===== config.mk =====
export PLATFORM = sky130hd
export DESIGN_NAME = hsz_home_search
export DESIGN_NICKNAME = d
export VERILOG_FILES = /design/src/design/hsz_pkg.sv /design/src/design/hsz_home_search.sv
export VERILOG_INCLUDE_DIRS = /design/src /design/src/design
export SDC_FILE = /design/constraint.sdc
export NUM_CORES = 1
export LEC_CHECK = 0
export ABC_CLOCK_PERIOD_IN_PS = 6280
export BUFFER_PORTS_ARGS = -buffer_cell sky130_fd_sc_hd__buf_2
export CAP_MARGIN = 30
export CORE_MARGIN = 5
export CORE_UTILIZATION = 40
export DETAILED_ROUTE_END_ITERATION = 8
export PLACE_DENSITY = 0.6
export RECOVER_POWER = 100
export SKIP_CTS_REPAIR_TIMING = 1
export SLEW_MARGIN = 20
export SYNTH_ARGS = -nofsm -noshare
export SYNTH_HDL_FRONTEND = slang
export SYNTH_SLANG_ARGS = --single-unit

===== constraint.sdc =====
create_clock -name aclk -period 6.28 [get_ports aclk]
set_input_delay 1.256 -clock aclk [delete_from_list [all_inputs] [get_ports aclk]]
set_output_delay 1.256 -clock aclk [all_outputs]
set_load 0.05 [all_outputs]

===== src/design/hsz_consts.svh =====
/*
  Constants of the home search sequencer: register byte addresses,
  command codes, field positions, reset values and timing counts.
  Assumes a 200 MHz system clock.
*/
`ifndef HSZ_CONSTS_SVH
`define HSZ_CONSTS_SVH
`define HSZ_A_CMD 8'h00
`define HSZ_A_LOW 8'h04
`define HSZ_A_HIGH 8'h08
`define HSZ_A_LIMCFG 8'h0C
`define HSZ_A_MODE1 8'h10
`define HSZ_A_MODE2 8'h14
`define HSZ_A_STATUS 8'h18
`define HSZ_C_ACCEL 16'h0102
`define HSZ_C_INIT_SPD 16'h0104
`define HSZ_C_HI_SPD 16'h0105
`define HSZ_C_OFFSET 16'h0106
`define HSZ_C_LO_SPD 16'h0114
`define HSZ_C_MODE1 16'h0123
`define HSZ_C_MODE2 16'h0124
`define HSZ_C_START 16'h015A
`define HSZ_LIM_POL 10
`define HSZ_LIM_EN 11
`define HSZ_LIM_DEC 12
`define HSZ_M1_S1_EX 0
`define HSZ_M1_S1_DIR 1
`define HSZ_M1_S1_DET 2
`define HSZ_M1_S2_EX 4
`define HSZ_M1_S2_DIR 5
`define HSZ_M1_S2_DET 6
`define HSZ_M1_S2_CLR 7
`define HSZ_M1_S2_RP 8
`define HSZ_M1_S2_LP 9
`define HSZ_M1_S3_EX 10
`define HSZ_M1_S3_DIR 11
`define HSZ_M1_S3_CLR 12
`define HSZ_M1_S3_RP 13
`define HSZ_M1_S3_LP 14
`define HSZ_M1_S4_EX 15
`define HSZ_M2_GAP_EN 7
`define HSZ_M2_CLRW 4
`define HSZ_M2_CLR_POL 3
`define HSZ_M2_END_LP 2
`define HSZ_M2_END_RP 1
`define HSZ_M2_S23 0
`define HSZ_RST16 16'h0000
`define HSZ_RST32 32'h00000000
`define HSZ_CLK_NS 5
`define HSZ_CLR_UNIT_NS 10000
`define HSZ_CLR_UNIT_CYC (`HSZ_CLR_UNIT_NS / `HSZ_CLK_NS)
`endif


===== src/design/hsz_pkg.sv =====
/*
  Types of the home search sequencer: sequencer states and the
  carriers for the drive request and the position clear strobes.
  Assumes nothing beyond a SystemVerilog compiler.
*/
`default_nettype none
package hsz_pkg;
  // gray codes along the usual step order
  typedef enum logic [2:0] {
    HSZ_IDLE = 3'h0,
    HSZ_S1 = 3'h1,
    HSZ_S2 = 3'h3,
    HSZ_S3 = 3'h2,
    HSZ_S4 = 3'h6,
    HSZ_DONE = 3'h7
  } hsz_state_e;
  typedef struct packed {
    logic run;
    logic dir;
    logic fast;
    logic offset;
    logic stop_now;
  } hsz_drive_s;
  typedef struct packed {
    logic lp;
    logic rp;
  } hsz_pos_clr_s;
endpackage
`default_nettype wire


===== src/design/hsz_home_search.sv =====
/*
  Per-axis automatic home search sequencer with an AXI4-Lite register
  slave, input synchronisers and the servo error clear pulse output.
  Assumes a pulse generator on aclk that follows drive_r and returns
  one drive_pulse per output step; pins are asynchronous.
*/
// Chosen here: the placing of the registers and the AXI4-Lite slave port.
`include "hsz_consts.svh"
`default_nettype none
module hsz_home_search #(
  parameter int unsigned CLR_UNIT_CYC = `HSZ_CLR_UNIT_CYC
) (
  input wire logic aclk,
  input wire logic aclken,
  input wire logic aresetn,
  input wire logic [7:0] awaddr,
  input wire logic awvalid,
  output logic awready,
  input wire logic [31:0] wdata,
  input wire logic [3:0] wstrb,
  input wire logic wvalid,
  output logic wready,
  output logic [1:0] bresp,
  output logic bvalid,
  input wire logic bready,
  input wire logic [7:0] araddr,
  input wire logic arvalid,
  output logic arready,
  output logic [31:0] rdata,
  output logic [1:0] rresp,
  output logic rvalid,
  input wire logic rready,
  input wire logic home_sensor_input_n,
  input wire logic encoder_index_input_n,
  input wire logic limit_plus_in,
  input wire logic limit_minus_in,
  input wire logic drive_pulse,
  output logic servo_error_clear_output,
  output hsz_pkg::hsz_drive_s drive_r,
  output hsz_pkg::hsz_pos_clr_s pos_clr_r,
  output logic [31:0] speed_r,
  output logic [31:0] accel_r,
  output logic [31:0] init_speed_r
);

  // ----------------------------------------------------------------
  // helpers
  // ----------------------------------------------------------------
  function automatic hsz_pkg::hsz_state_e from_step(
    input logic [2:0] n, input logic [15:0] m);
    from_step = hsz_pkg::HSZ_DONE;
    if (n <= 3'h4 && m[`HSZ_M1_S4_EX]) from_step = hsz_pkg::HSZ_S4;
    if (n <= 3'h3 && m[`HSZ_M1_S3_EX]) from_step = hsz_pkg::HSZ_S3;
    if (n <= 3'h2 && m[`HSZ_M1_S2_EX]) from_step = hsz_pkg::HSZ_S2;
    if (n <= 3'h1 && m[`HSZ_M1_S1_EX]) from_step = hsz_pkg::HSZ_S1;
  endfunction

  // clear pulse width in 10 us units; code 2 gives 100 us
  function automatic logic [11:0] clr_factor(input logic [2:0] c);
    case (c)
      3'h0: clr_factor = 12'h001;
      3'h1: clr_factor = 12'h002;
      3'h2: clr_factor = 12'h00A;
      3'h3: clr_factor = 12'h014;
      3'h4: clr_factor = 12'h064;
      3'h5: clr_factor = 12'h0C8;
      3'h6: clr_factor = 12'h3E8;
      default: clr_factor = 12'h7D0;
    endcase
  endfunction

  function automatic logic [15:0] merge16(
    input logic [15:0] old, input logic [15:0] nw, input logic [1:0] s);
    merge16 = {s[1] ? nw[15:8] : old[15:8], s[0] ? nw[7:0] : old[7:0]};
  endfunction

  // ----------------------------------------------------------------
  // pin synchronisers
  // ----------------------------------------------------------------
  logic [3:0] pin_raw;
  logic [3:0] sync1_r;
  logic [3:0] sync2_r;
  logic idx_d_r;
  assign pin_raw = {limit_minus_in, limit_plus_in,
                    encoder_index_input_n, home_sensor_input_n};
  genvar gi;
  generate
    for (gi = 0; gi < 4; gi++)
    begin : g_sync
      always_ff @(posedge aclk)
      begin
        // reset to the idle pin level so no false edge follows reset
        if (!aresetn)
        begin
          sync1_r[gi] <= 1'b1;
          sync2_r[gi] <= 1'b1;
        end
        else if (aclken)
        begin
          sync1_r[gi] <= pin_raw[gi];
          sync2_r[gi] <= sync1_r[gi];
        end
      end
    end
  endgenerate

  always_ff @(posedge aclk)
  begin
    if (!aresetn)
      idx_d_r <= 1'b1;
    else if (aclken)
      idx_d_r <= sync2_r[1];
  end

  // ----------------------------------------------------------------
  // register bus
  // ----------------------------------------------------------------
  logic wr_rdy_r;
  logic rd_rdy_r;
  logic wr_hs;
  logic rd_hs;
  logic wr_ok;
  logic cmd_go;
  logic [15:0] lo_r;
  logic [15:0] hi_r;
  logic [15:0] limcfg_r;
  logic [15:0] mode1_r;
  logic [15:0] mode2_r;
  logic [15:0] status;
  logic [15:0] rd_val;
  logic rd_ok;
  logic [31:0] par;
  logic [31:0] spd_hi_r;
  logic [31:0] spd_lo_r;
  logic [31:0] ofs_r;

  assign awready = wr_rdy_r;
  assign wready = wr_rdy_r;
  assign arready = rd_rdy_r;
  // both channels are taken on one edge once both are offered
  assign wr_hs = wr_rdy_r & awvalid & wvalid;
  assign rd_hs = rd_rdy_r & arvalid;
  assign wr_ok = awaddr == `HSZ_A_CMD || awaddr == `HSZ_A_LOW ||
                 awaddr == `HSZ_A_HIGH || awaddr == `HSZ_A_LIMCFG;
  // a command needs both low byte lanes to be meaningful
  assign cmd_go = wr_hs && awaddr == `HSZ_A_CMD && wstrb[1:0] == 2'h3;
  assign par = {hi_r, lo_r};

  always_ff @(posedge aclk)
  begin
    if (!aresetn)
    begin
      wr_rdy_r <= 1'b0;
      bvalid <= 1'b0;
      bresp <= 2'h0;
    end
    else if (aclken)
    begin
      wr_rdy_r <= !wr_rdy_r && !bvalid && awvalid && wvalid;
      if (wr_hs)
      begin
        bvalid <= 1'b1;
        bresp <= wr_ok ? 2'h0 : 2'h2;
      end
      else if (bready)
        bvalid <= 1'b0;
    end
  end

  always_comb
  begin
    rd_ok = 1'b1;
    case (araddr)
      `HSZ_A_CMD: rd_val = `HSZ_RST16;
      `HSZ_A_LOW: rd_val = lo_r;
      `HSZ_A_HIGH: rd_val = hi_r;
      `HSZ_A_LIMCFG: rd_val = limcfg_r;
      `HSZ_A_MODE1: rd_val = mode1_r;
      `HSZ_A_MODE2: rd_val = mode2_r;
      `HSZ_A_STATUS: rd_val = status;
      default:
      begin
        rd_val = `HSZ_RST16;
        rd_ok = 1'b0;
      end
    endcase
  end

  always_ff @(posedge aclk)
  begin
    if (!aresetn)
    begin
      rd_rdy_r <= 1'b0;
      rvalid <= 1'b0;
      rresp <= 2'h0;
      rdata <= `HSZ_RST32;
    end
    else if (aclken)
    begin
      rd_rdy_r <= !rd_rdy_r && !rvalid && arvalid;
      if (rd_hs)
      begin
        rvalid <= 1'b1;
        rresp <= rd_ok ? 2'h0 : 2'h2;
        rdata <= {16'h0000, rd_val};
      end
      else if (rready)
        rvalid <= 1'b0;
    end
  end

  // data words and the limit configuration
  always_ff @(posedge aclk)
  begin
    if (!aresetn)
    begin
      lo_r <= `HSZ_RST16;
      hi_r <= `HSZ_RST16;
      limcfg_r <= `HSZ_RST16;
    end
    else if (aclken && wr_hs)
    begin
      if (awaddr == `HSZ_A_LOW)
        lo_r <= merge16(lo_r, wdata[15:0], wstrb[1:0]);
      if (awaddr == `HSZ_A_HIGH)
        hi_r <= merge16(hi_r, wdata[15:0], wstrb[1:0]);
      if (awaddr == `HSZ_A_LIMCFG)
        limcfg_r <= merge16(limcfg_r, wdata[15:0], wstrb[1:0]);
    end
  end

  // parameters loaded by command from the data words
  always_ff @(posedge aclk)
  begin
    if (!aresetn)
    begin
      accel_r <= `HSZ_RST32;
      init_speed_r <= `HSZ_RST32;
      spd_hi_r <= `HSZ_RST32;
      spd_lo_r <= `HSZ_RST32;
      ofs_r <= `HSZ_RST32;
      mode1_r <= `HSZ_RST16;
      mode2_r <= `HSZ_RST16;
    end
    else if (aclken && cmd_go)
    begin
      case (wdata[15:0])
        `HSZ_C_ACCEL: accel_r <= par;
        `HSZ_C_INIT_SPD: init_speed_r <= par;
        `HSZ_C_HI_SPD: spd_hi_r <= par;
        `HSZ_C_LO_SPD: spd_lo_r <= par;
        `HSZ_C_OFFSET: ofs_r <= par;
        `HSZ_C_MODE1: mode1_r <= lo_r;
        `HSZ_C_MODE2: mode2_r <= lo_r;
        default: ;
      endcase
    end
  end

  // ----------------------------------------------------------------
  // sequencer
  // ----------------------------------------------------------------
  hsz_pkg::hsz_state_e st_r;
  logic ent_r;
  logic esc_r;
  logic lim_err_r;
  logic [31:0] ofs_cnt_r;
  logic home_a;
  logic idx_a;
  logic idx_fall;
  logic lim_p_a;
  logic lim_m_a;
  logic s_dir;
  logic s_det;
  logic s_lim;
  logic lim_hit;
  logic start;

  assign home_a = !sync2_r[0];
  assign idx_a = !sync2_r[1];
  assign idx_fall = idx_d_r && !sync2_r[1];
  assign lim_p_a = sync2_r[2] == limcfg_r[`HSZ_LIM_POL];
  assign lim_m_a = sync2_r[3] == limcfg_r[`HSZ_LIM_POL];
  assign start = cmd_go && wdata[15:0] == `HSZ_C_START;

  always_comb
  begin
    s_dir = 1'b0;
    s_det = 1'b0;
    s_lim = 1'b0;
    case (st_r)
      hsz_pkg::HSZ_S1:
      begin
        s_dir = mode1_r[`HSZ_M1_S1_DIR];
        s_lim = mode1_r[`HSZ_M1_S1_DET +: 2] == 2'h2;
        case (mode1_r[`HSZ_M1_S1_DET +: 2])
          2'h1: s_det = home_a;
          2'h2: s_det = s_dir ? lim_m_a : lim_p_a;
          default: s_det = idx_a;
        endcase
      end
      hsz_pkg::HSZ_S2:
      begin
        s_dir = mode1_r[`HSZ_M1_S2_DIR] ^ esc_r;
        s_lim = mode1_r[`HSZ_M1_S2_DET];
        if (s_lim)
          s_det = mode1_r[`HSZ_M1_S2_DIR] ? lim_m_a : lim_p_a;
        else
          s_det = home_a;
      end
      hsz_pkg::HSZ_S3:
      begin
        s_dir = mode1_r[`HSZ_M1_S3_DIR];
        s_det = idx_a;
      end
      hsz_pkg::HSZ_S4: s_dir = !mode1_r[`HSZ_M1_S1_DIR];
      default: ;
    endcase
    // the detection limit never aborts its own step
    lim_hit = (s_dir ? lim_m_a : lim_p_a) && limcfg_r[`HSZ_LIM_EN] &&
              !(s_lim && !esc_r);
  end

  always_ff @(posedge aclk)
  begin
    if (!aresetn)
    begin
      st_r <= hsz_pkg::HSZ_IDLE;
      ent_r <= 1'b0;
      esc_r <= 1'b0;
      lim_err_r <= 1'b0;
      ofs_cnt_r <= `HSZ_RST32;
      drive_r <= '0;
      pos_clr_r <= '0;
    end
    else if (aclken)
    begin
      ent_r <= 1'b0;
      pos_clr_r <= '0;
      drive_r.stop_now <= 1'b0;
      drive_r.dir <= s_dir;
      drive_r.offset <= 1'b0;
      if (st_r != hsz_pkg::HSZ_IDLE && st_r != hsz_pkg::HSZ_DONE &&
          lim_hit)
      begin
        drive_r.run <= 1'b0;
        drive_r.stop_now <= !limcfg_r[`HSZ_LIM_DEC];
        lim_err_r <= 1'b1;
        esc_r <= 1'b0;
        st_r <= hsz_pkg::HSZ_IDLE;
      end
      else
        case (st_r)
          hsz_pkg::HSZ_IDLE:
          begin
            drive_r.run <= 1'b0;
            if (start)
            begin
              st_r <= from_step(3'h1, mode1_r);
              ent_r <= 1'b1;
              lim_err_r <= 1'b0;
            end
          end
          // already on the signal at entry: step 1 ends at once
          hsz_pkg::HSZ_S1:
          begin
            drive_r.fast <= 1'b1;
            drive_r.run <= !s_det;
            if (s_det)
            begin
              st_r <= from_step(3'h2, mode1_r);
              ent_r <= 1'b1;
            end
          end
          // on the signal at entry: escape backwards, then search
          hsz_pkg::HSZ_S2:
          begin
            drive_r.fast <= 1'b0;
            drive_r.run <= 1'b1;
            if (s_det && ent_r)
              esc_r <= 1'b1;
            else if (s_det && !esc_r)
            begin
              drive_r.run <= 1'b0;
              pos_clr_r.lp <= mode1_r[`HSZ_M1_S2_LP];
              pos_clr_r.rp <= mode1_r[`HSZ_M1_S2_RP];
              st_r <= from_step(3'h3, mode1_r);
              ent_r <= 1'b1;
            end
            else if (!s_det)
              esc_r <= 1'b0;
          end
          hsz_pkg::HSZ_S3:
          begin
            drive_r.fast <= 1'b0;
            drive_r.run <= !s_det;
            if (s_det)
            begin
              drive_r.stop_now <= 1'b1;
              pos_clr_r.lp <= mode1_r[`HSZ_M1_S3_LP];
              pos_clr_r.rp <= mode1_r[`HSZ_M1_S3_RP];
              st_r <= from_step(3'h4, mode1_r);
              ent_r <= 1'b1;
            end
          end
          hsz_pkg::HSZ_S4:
          begin
            drive_r.fast <= 1'b1;
            if (ent_r)
            begin
              drive_r.run <= 1'b0;
              ofs_cnt_r <= ofs_r;
            end
            else if (ofs_cnt_r == `HSZ_RST32)
            begin
              drive_r.run <= 1'b0;
              st_r <= hsz_pkg::HSZ_DONE;
            end
            else
            begin
              // drop the request with the last pulse, else one step too many
              drive_r.run <= !(drive_pulse && ofs_cnt_r == 32'h00000001);
              drive_r.offset <= 1'b1;
              if (drive_pulse)
                ofs_cnt_r <= ofs_cnt_r - 32'h00000001;
            end
          end
          hsz_pkg::HSZ_DONE:
          begin
            drive_r.run <= 1'b0;
            pos_clr_r.lp <= mode2_r[`HSZ_M2_END_LP];
            pos_clr_r.rp <= mode2_r[`HSZ_M2_END_RP];
            st_r <= hsz_pkg::HSZ_IDLE;
          end
          default: st_r <= hsz_pkg::HSZ_IDLE;
        endcase
    end
  end

  always_ff @(posedge aclk)
  begin
    if (!aresetn)
      speed_r <= `HSZ_RST32;
    else if (aclken)
      speed_r <= (st_r == hsz_pkg::HSZ_S2 || st_r == hsz_pkg::HSZ_S3) ?
                 spd_lo_r : spd_hi_r;
  end

  // ----------------------------------------------------------------
  // servo error clear pulse
  // ----------------------------------------------------------------
  logic [31:0] clr_cnt_r;
  logic [31:0] clr_cnt_nxt;
  logic [31:0] clr_len;
  logic clr_go;

  assign clr_len = 32'(clr_factor(mode2_r[`HSZ_M2_CLRW +: 3]) *
                       CLR_UNIT_CYC);
  assign clr_go = (st_r == hsz_pkg::HSZ_S3 && idx_fall &&
                   mode1_r[`HSZ_M1_S3_CLR]) ||
                  (st_r == hsz_pkg::HSZ_S2 && s_det && !esc_r &&
                   !ent_r && !lim_hit && mode1_r[`HSZ_M1_S2_CLR]);

  always_comb
  begin
    if (clr_go)
      clr_cnt_nxt = clr_len;
    else if (clr_cnt_r != `HSZ_RST32)
      clr_cnt_nxt = clr_cnt_r - 32'h00000001;
    else
      clr_cnt_nxt = clr_cnt_r;
  end

  // the idle level follows the polarity bit at once
  always_ff @(posedge aclk)
  begin
    if (!aresetn)
    begin
      clr_cnt_r <= `HSZ_RST32;
      servo_error_clear_output <= 1'b0;
    end
    else if (aclken)
    begin
      clr_cnt_r <= clr_cnt_nxt;
      servo_error_clear_output <= mode2_r[`HSZ_M2_CLR_POL] ^
                                  (clr_cnt_nxt != `HSZ_RST32);
    end
  end

  assign status = {6'h00, sync2_r[3:2], !idx_a, !home_a,
                   clr_cnt_r != `HSZ_RST32, lim_err_r,
                   st_r != hsz_pkg::HSZ_IDLE, st_r};
endmodule
`default_nettype wire


==> run metrics <==
status=finished, violations left; failing checks=capacitance limit, slew limit; Final Cycle Share=0.900; Final Skew=0.0264 ns; top-count cell post-synth=nand2_1; routed vias/inst=5.64; H-tree depth=2; fin crit period=5.65 ns; Worst-path clk slew=0.06 ns; Seq/Total Area, Yosys=0.412; fmax=0.177 GHz; initial DRC count=1629; worst slack on hold paths=0.450 ns; Boundary Pins=210; Commonest cells post-synth=nand2_1 (507), dfxtp_1 (381), a21oi_1 (288); Layout area overhead=12.4%; worst-path fanout max=14; DRT Pass-1 Iters=6; PwrDens=roughly 330 mW/mm²; IO Port Bufs=173; distinct cell type count of the synthesized netlist=88; largest cells by area after synthesis=dfxtp_1 (41%), nand2_1 (10%), a21oi_1 (7.8%), mux2i_1 (5.0%), nor2_1 (4.3%); DIE AREA=about 0.05 mm²; r2r setup slk=~0.63 ns; Row Count=78; final net count=2538; peak supply drop=0.271 mV; Crit. End Element=register; clk_lat worst skew=approximately 0.58 ns; Post-DRT Antenna Nets=0; Synth async-reset ratio=0; initial antenna violation count=7; core area=0.0456 mm²; setup TNS=0 ns; Synth Flop Type=dfxtp_1; via count=17200; hold crit path type=reg -> reg; first-pass GRT wire length=just over 90000 µm; placed inst area=0.0196 mm²; Post-synth EDFFs=0; Worst EP arrival=6.17 ns; final instance area=0.0208 mm²; count of final setup violators=0; Synth Register Bits=381; largest net degree at the start of global routing=160; number of global-route vias before repair=16000; Syn Std Cell Area=0.0185 mm²; CP Data Required Time=between 6 and 7 ns; Critical Path Source Type=register; syn avg cell area=between 7 and 8 µm²; post-synth top area share=0.412; maxcap violations=6; Final Hold Vio Count=0; layout cells sized above 1=0.0658; die width=225 µm; Tot GR Track Use=0.228; routability cong.=0.869; Starting Density=0.406; CTS root buf=clkbuf_16; height of the die=225 µm; area leader, netlist=dfxtp_1; CTS sink count=around 380; CTS max path bufs=3; RSZ-0062 raised after global routing=false; CTS buffer count=42; drc violations=0; CTS tree=built; worst slew pin tran=2.88 ns; Synth Warn #=0; static leakage=7.95 nW; dpl hpwl=40300 µm; Mapped Cells=about 2300; Slew HR=-0.921; Final Max Slew Viols=462; drt wl/cell=between 15 and 20 µm; detailed-route wire length=60300 µm; total grt overflow=0; CP Class=reg -> reg
[final timing paths]
kind / end / cells past startpoint / startpoint
worst min-delay path: init_speed_r[5]$_SDFFE_PN0P_ / 2 / init_speed_r[5]$_SDFFE_PN0P_
worst max register to register: servo_error_clear_output$_SDFFE_PN0P_ / 19 / mode2_r[5]$_SDFFE_PN0P_
worst min register to register: init_speed_r[5]$_SDFFE_PN0P_ / 2 / init_speed_r[5]$_SDFFE_PN0P_
worst max-delay path: servo_error_clear_output$_SDFFE_PN0P_ / 19 / mode2_r[5]$_SDFFE_PN0P_
[registers in the layout, summed over array words and instances, names as in the netlist, 2 cells and up]
signal and count:
accel_r 32, clr_cnt_r 32, init_speed_r 32, ofs_cnt_r 32, ofs_r 32, spd_hi_r 32, spd_lo_r 32, speed_r 32
hi_r 16, limcfg_r 16, lo_r 16, mode1_r 16, mode2_r 16, rdata 16, drive_r 5, status 4
sync1_r 4, st_r 3, pos_clr_r 2
[stage by stage]
stage                     worst slack (ns)  power [mW]   util  instances
after global routing                 0.298        7.26  0.456       3047
after CTS                            0.647        6.94  0.461       3044
after floorplan                      0.596        4.13      -       2368
after detailed placement             0.658        4.47  0.431       2971
final                                0.625        6.92  0.456       3049
after global placement               0.434        4.43  0.429       2966
[cells in the final DEF, fill, tap and decap left out, types with 12 or more instances in the layout]
master and n:
a221oi_1 17, nand2_1 506, a211oi_1 40, mux2i_1 93, ha_1 35, conb_1 21
or4_1 13, dfxtp_1 381, nand3_1 32, fa_1 21, xnor2_1 15, o21ai_0 79
or3_1 15, buf_2 45, clkbuf_1 145, and2_1 12, buf_4 21, xor2_1 12
nor2_1 210, nor4_1 31, a31oi_1 22, nor3_1 32, clkbuf_16 42, a22oi_1 47
inv_1 57, nor2b_1 13, nand4_1 14, a21oi_1 288
[per-layer routing]
metal | global-route usage | vias to the layer above | share of wire
met4 | 0.0726 | 10 | 0.033
met1 | 0.311 | 8167 | 0.43
met3 | 0.0501 | 117 | 0.080
met2 | 0.362 | 659 | 0.45
met5 | 0 | - | 0.00060
li1 | - | 8238 | -
[layout make-up]
class                      count  area, µm²
antenna                        3       7.51
inverter                      59        229
clock buffer                  58       1160
fill                        4639      24800
clock inverter                15        201
sequential                   381       7630
tap                          600        751
timing repair buffer         208        993
multi-input combinational   1725       9830
[cell families after synthesis]
kind of cell	count (synthesis)	share of synthesized area
AND/OR/NAND/NOR	948	0.227
AO/OA/AOI/OAI	578	0.189
flip-flops	381	0.412
buffers and inverters	262	0.0608
multiplexers	95	0.0515
adder cells (fa/ha/maj)	56	0.0464
XOR/XNOR	27	0.0128
other	2	0.000406
[power breakdown]
group	internal [mW]	switching [mW]
Clock	1.43	1.04
Sequential	2.52	0.141
Combinational	0.638	1.16
Total	4.59	2.34
[critical path: stages (launching register included)]
cell      delay, ns
dfxtp_1        0.58
buf_4          0.23
nand2b_1       0.08
o21ai_1        0.42
fa_1           0.56
xor2_1         0.16
ha_1           0.29
fa_1           0.50
inv_1          0.05
fa_1           0.49
inv_1          0.04
ha_1           0.19
or4bb_1        0.47
o211ai_1       0.23
mux2i_1        0.24
xnor2_1        0.16
and3_2         0.21
o22ai_1        0.11
or4_1          0.48
nand3_1        0.09
Power figures use the tool's default switching activity.
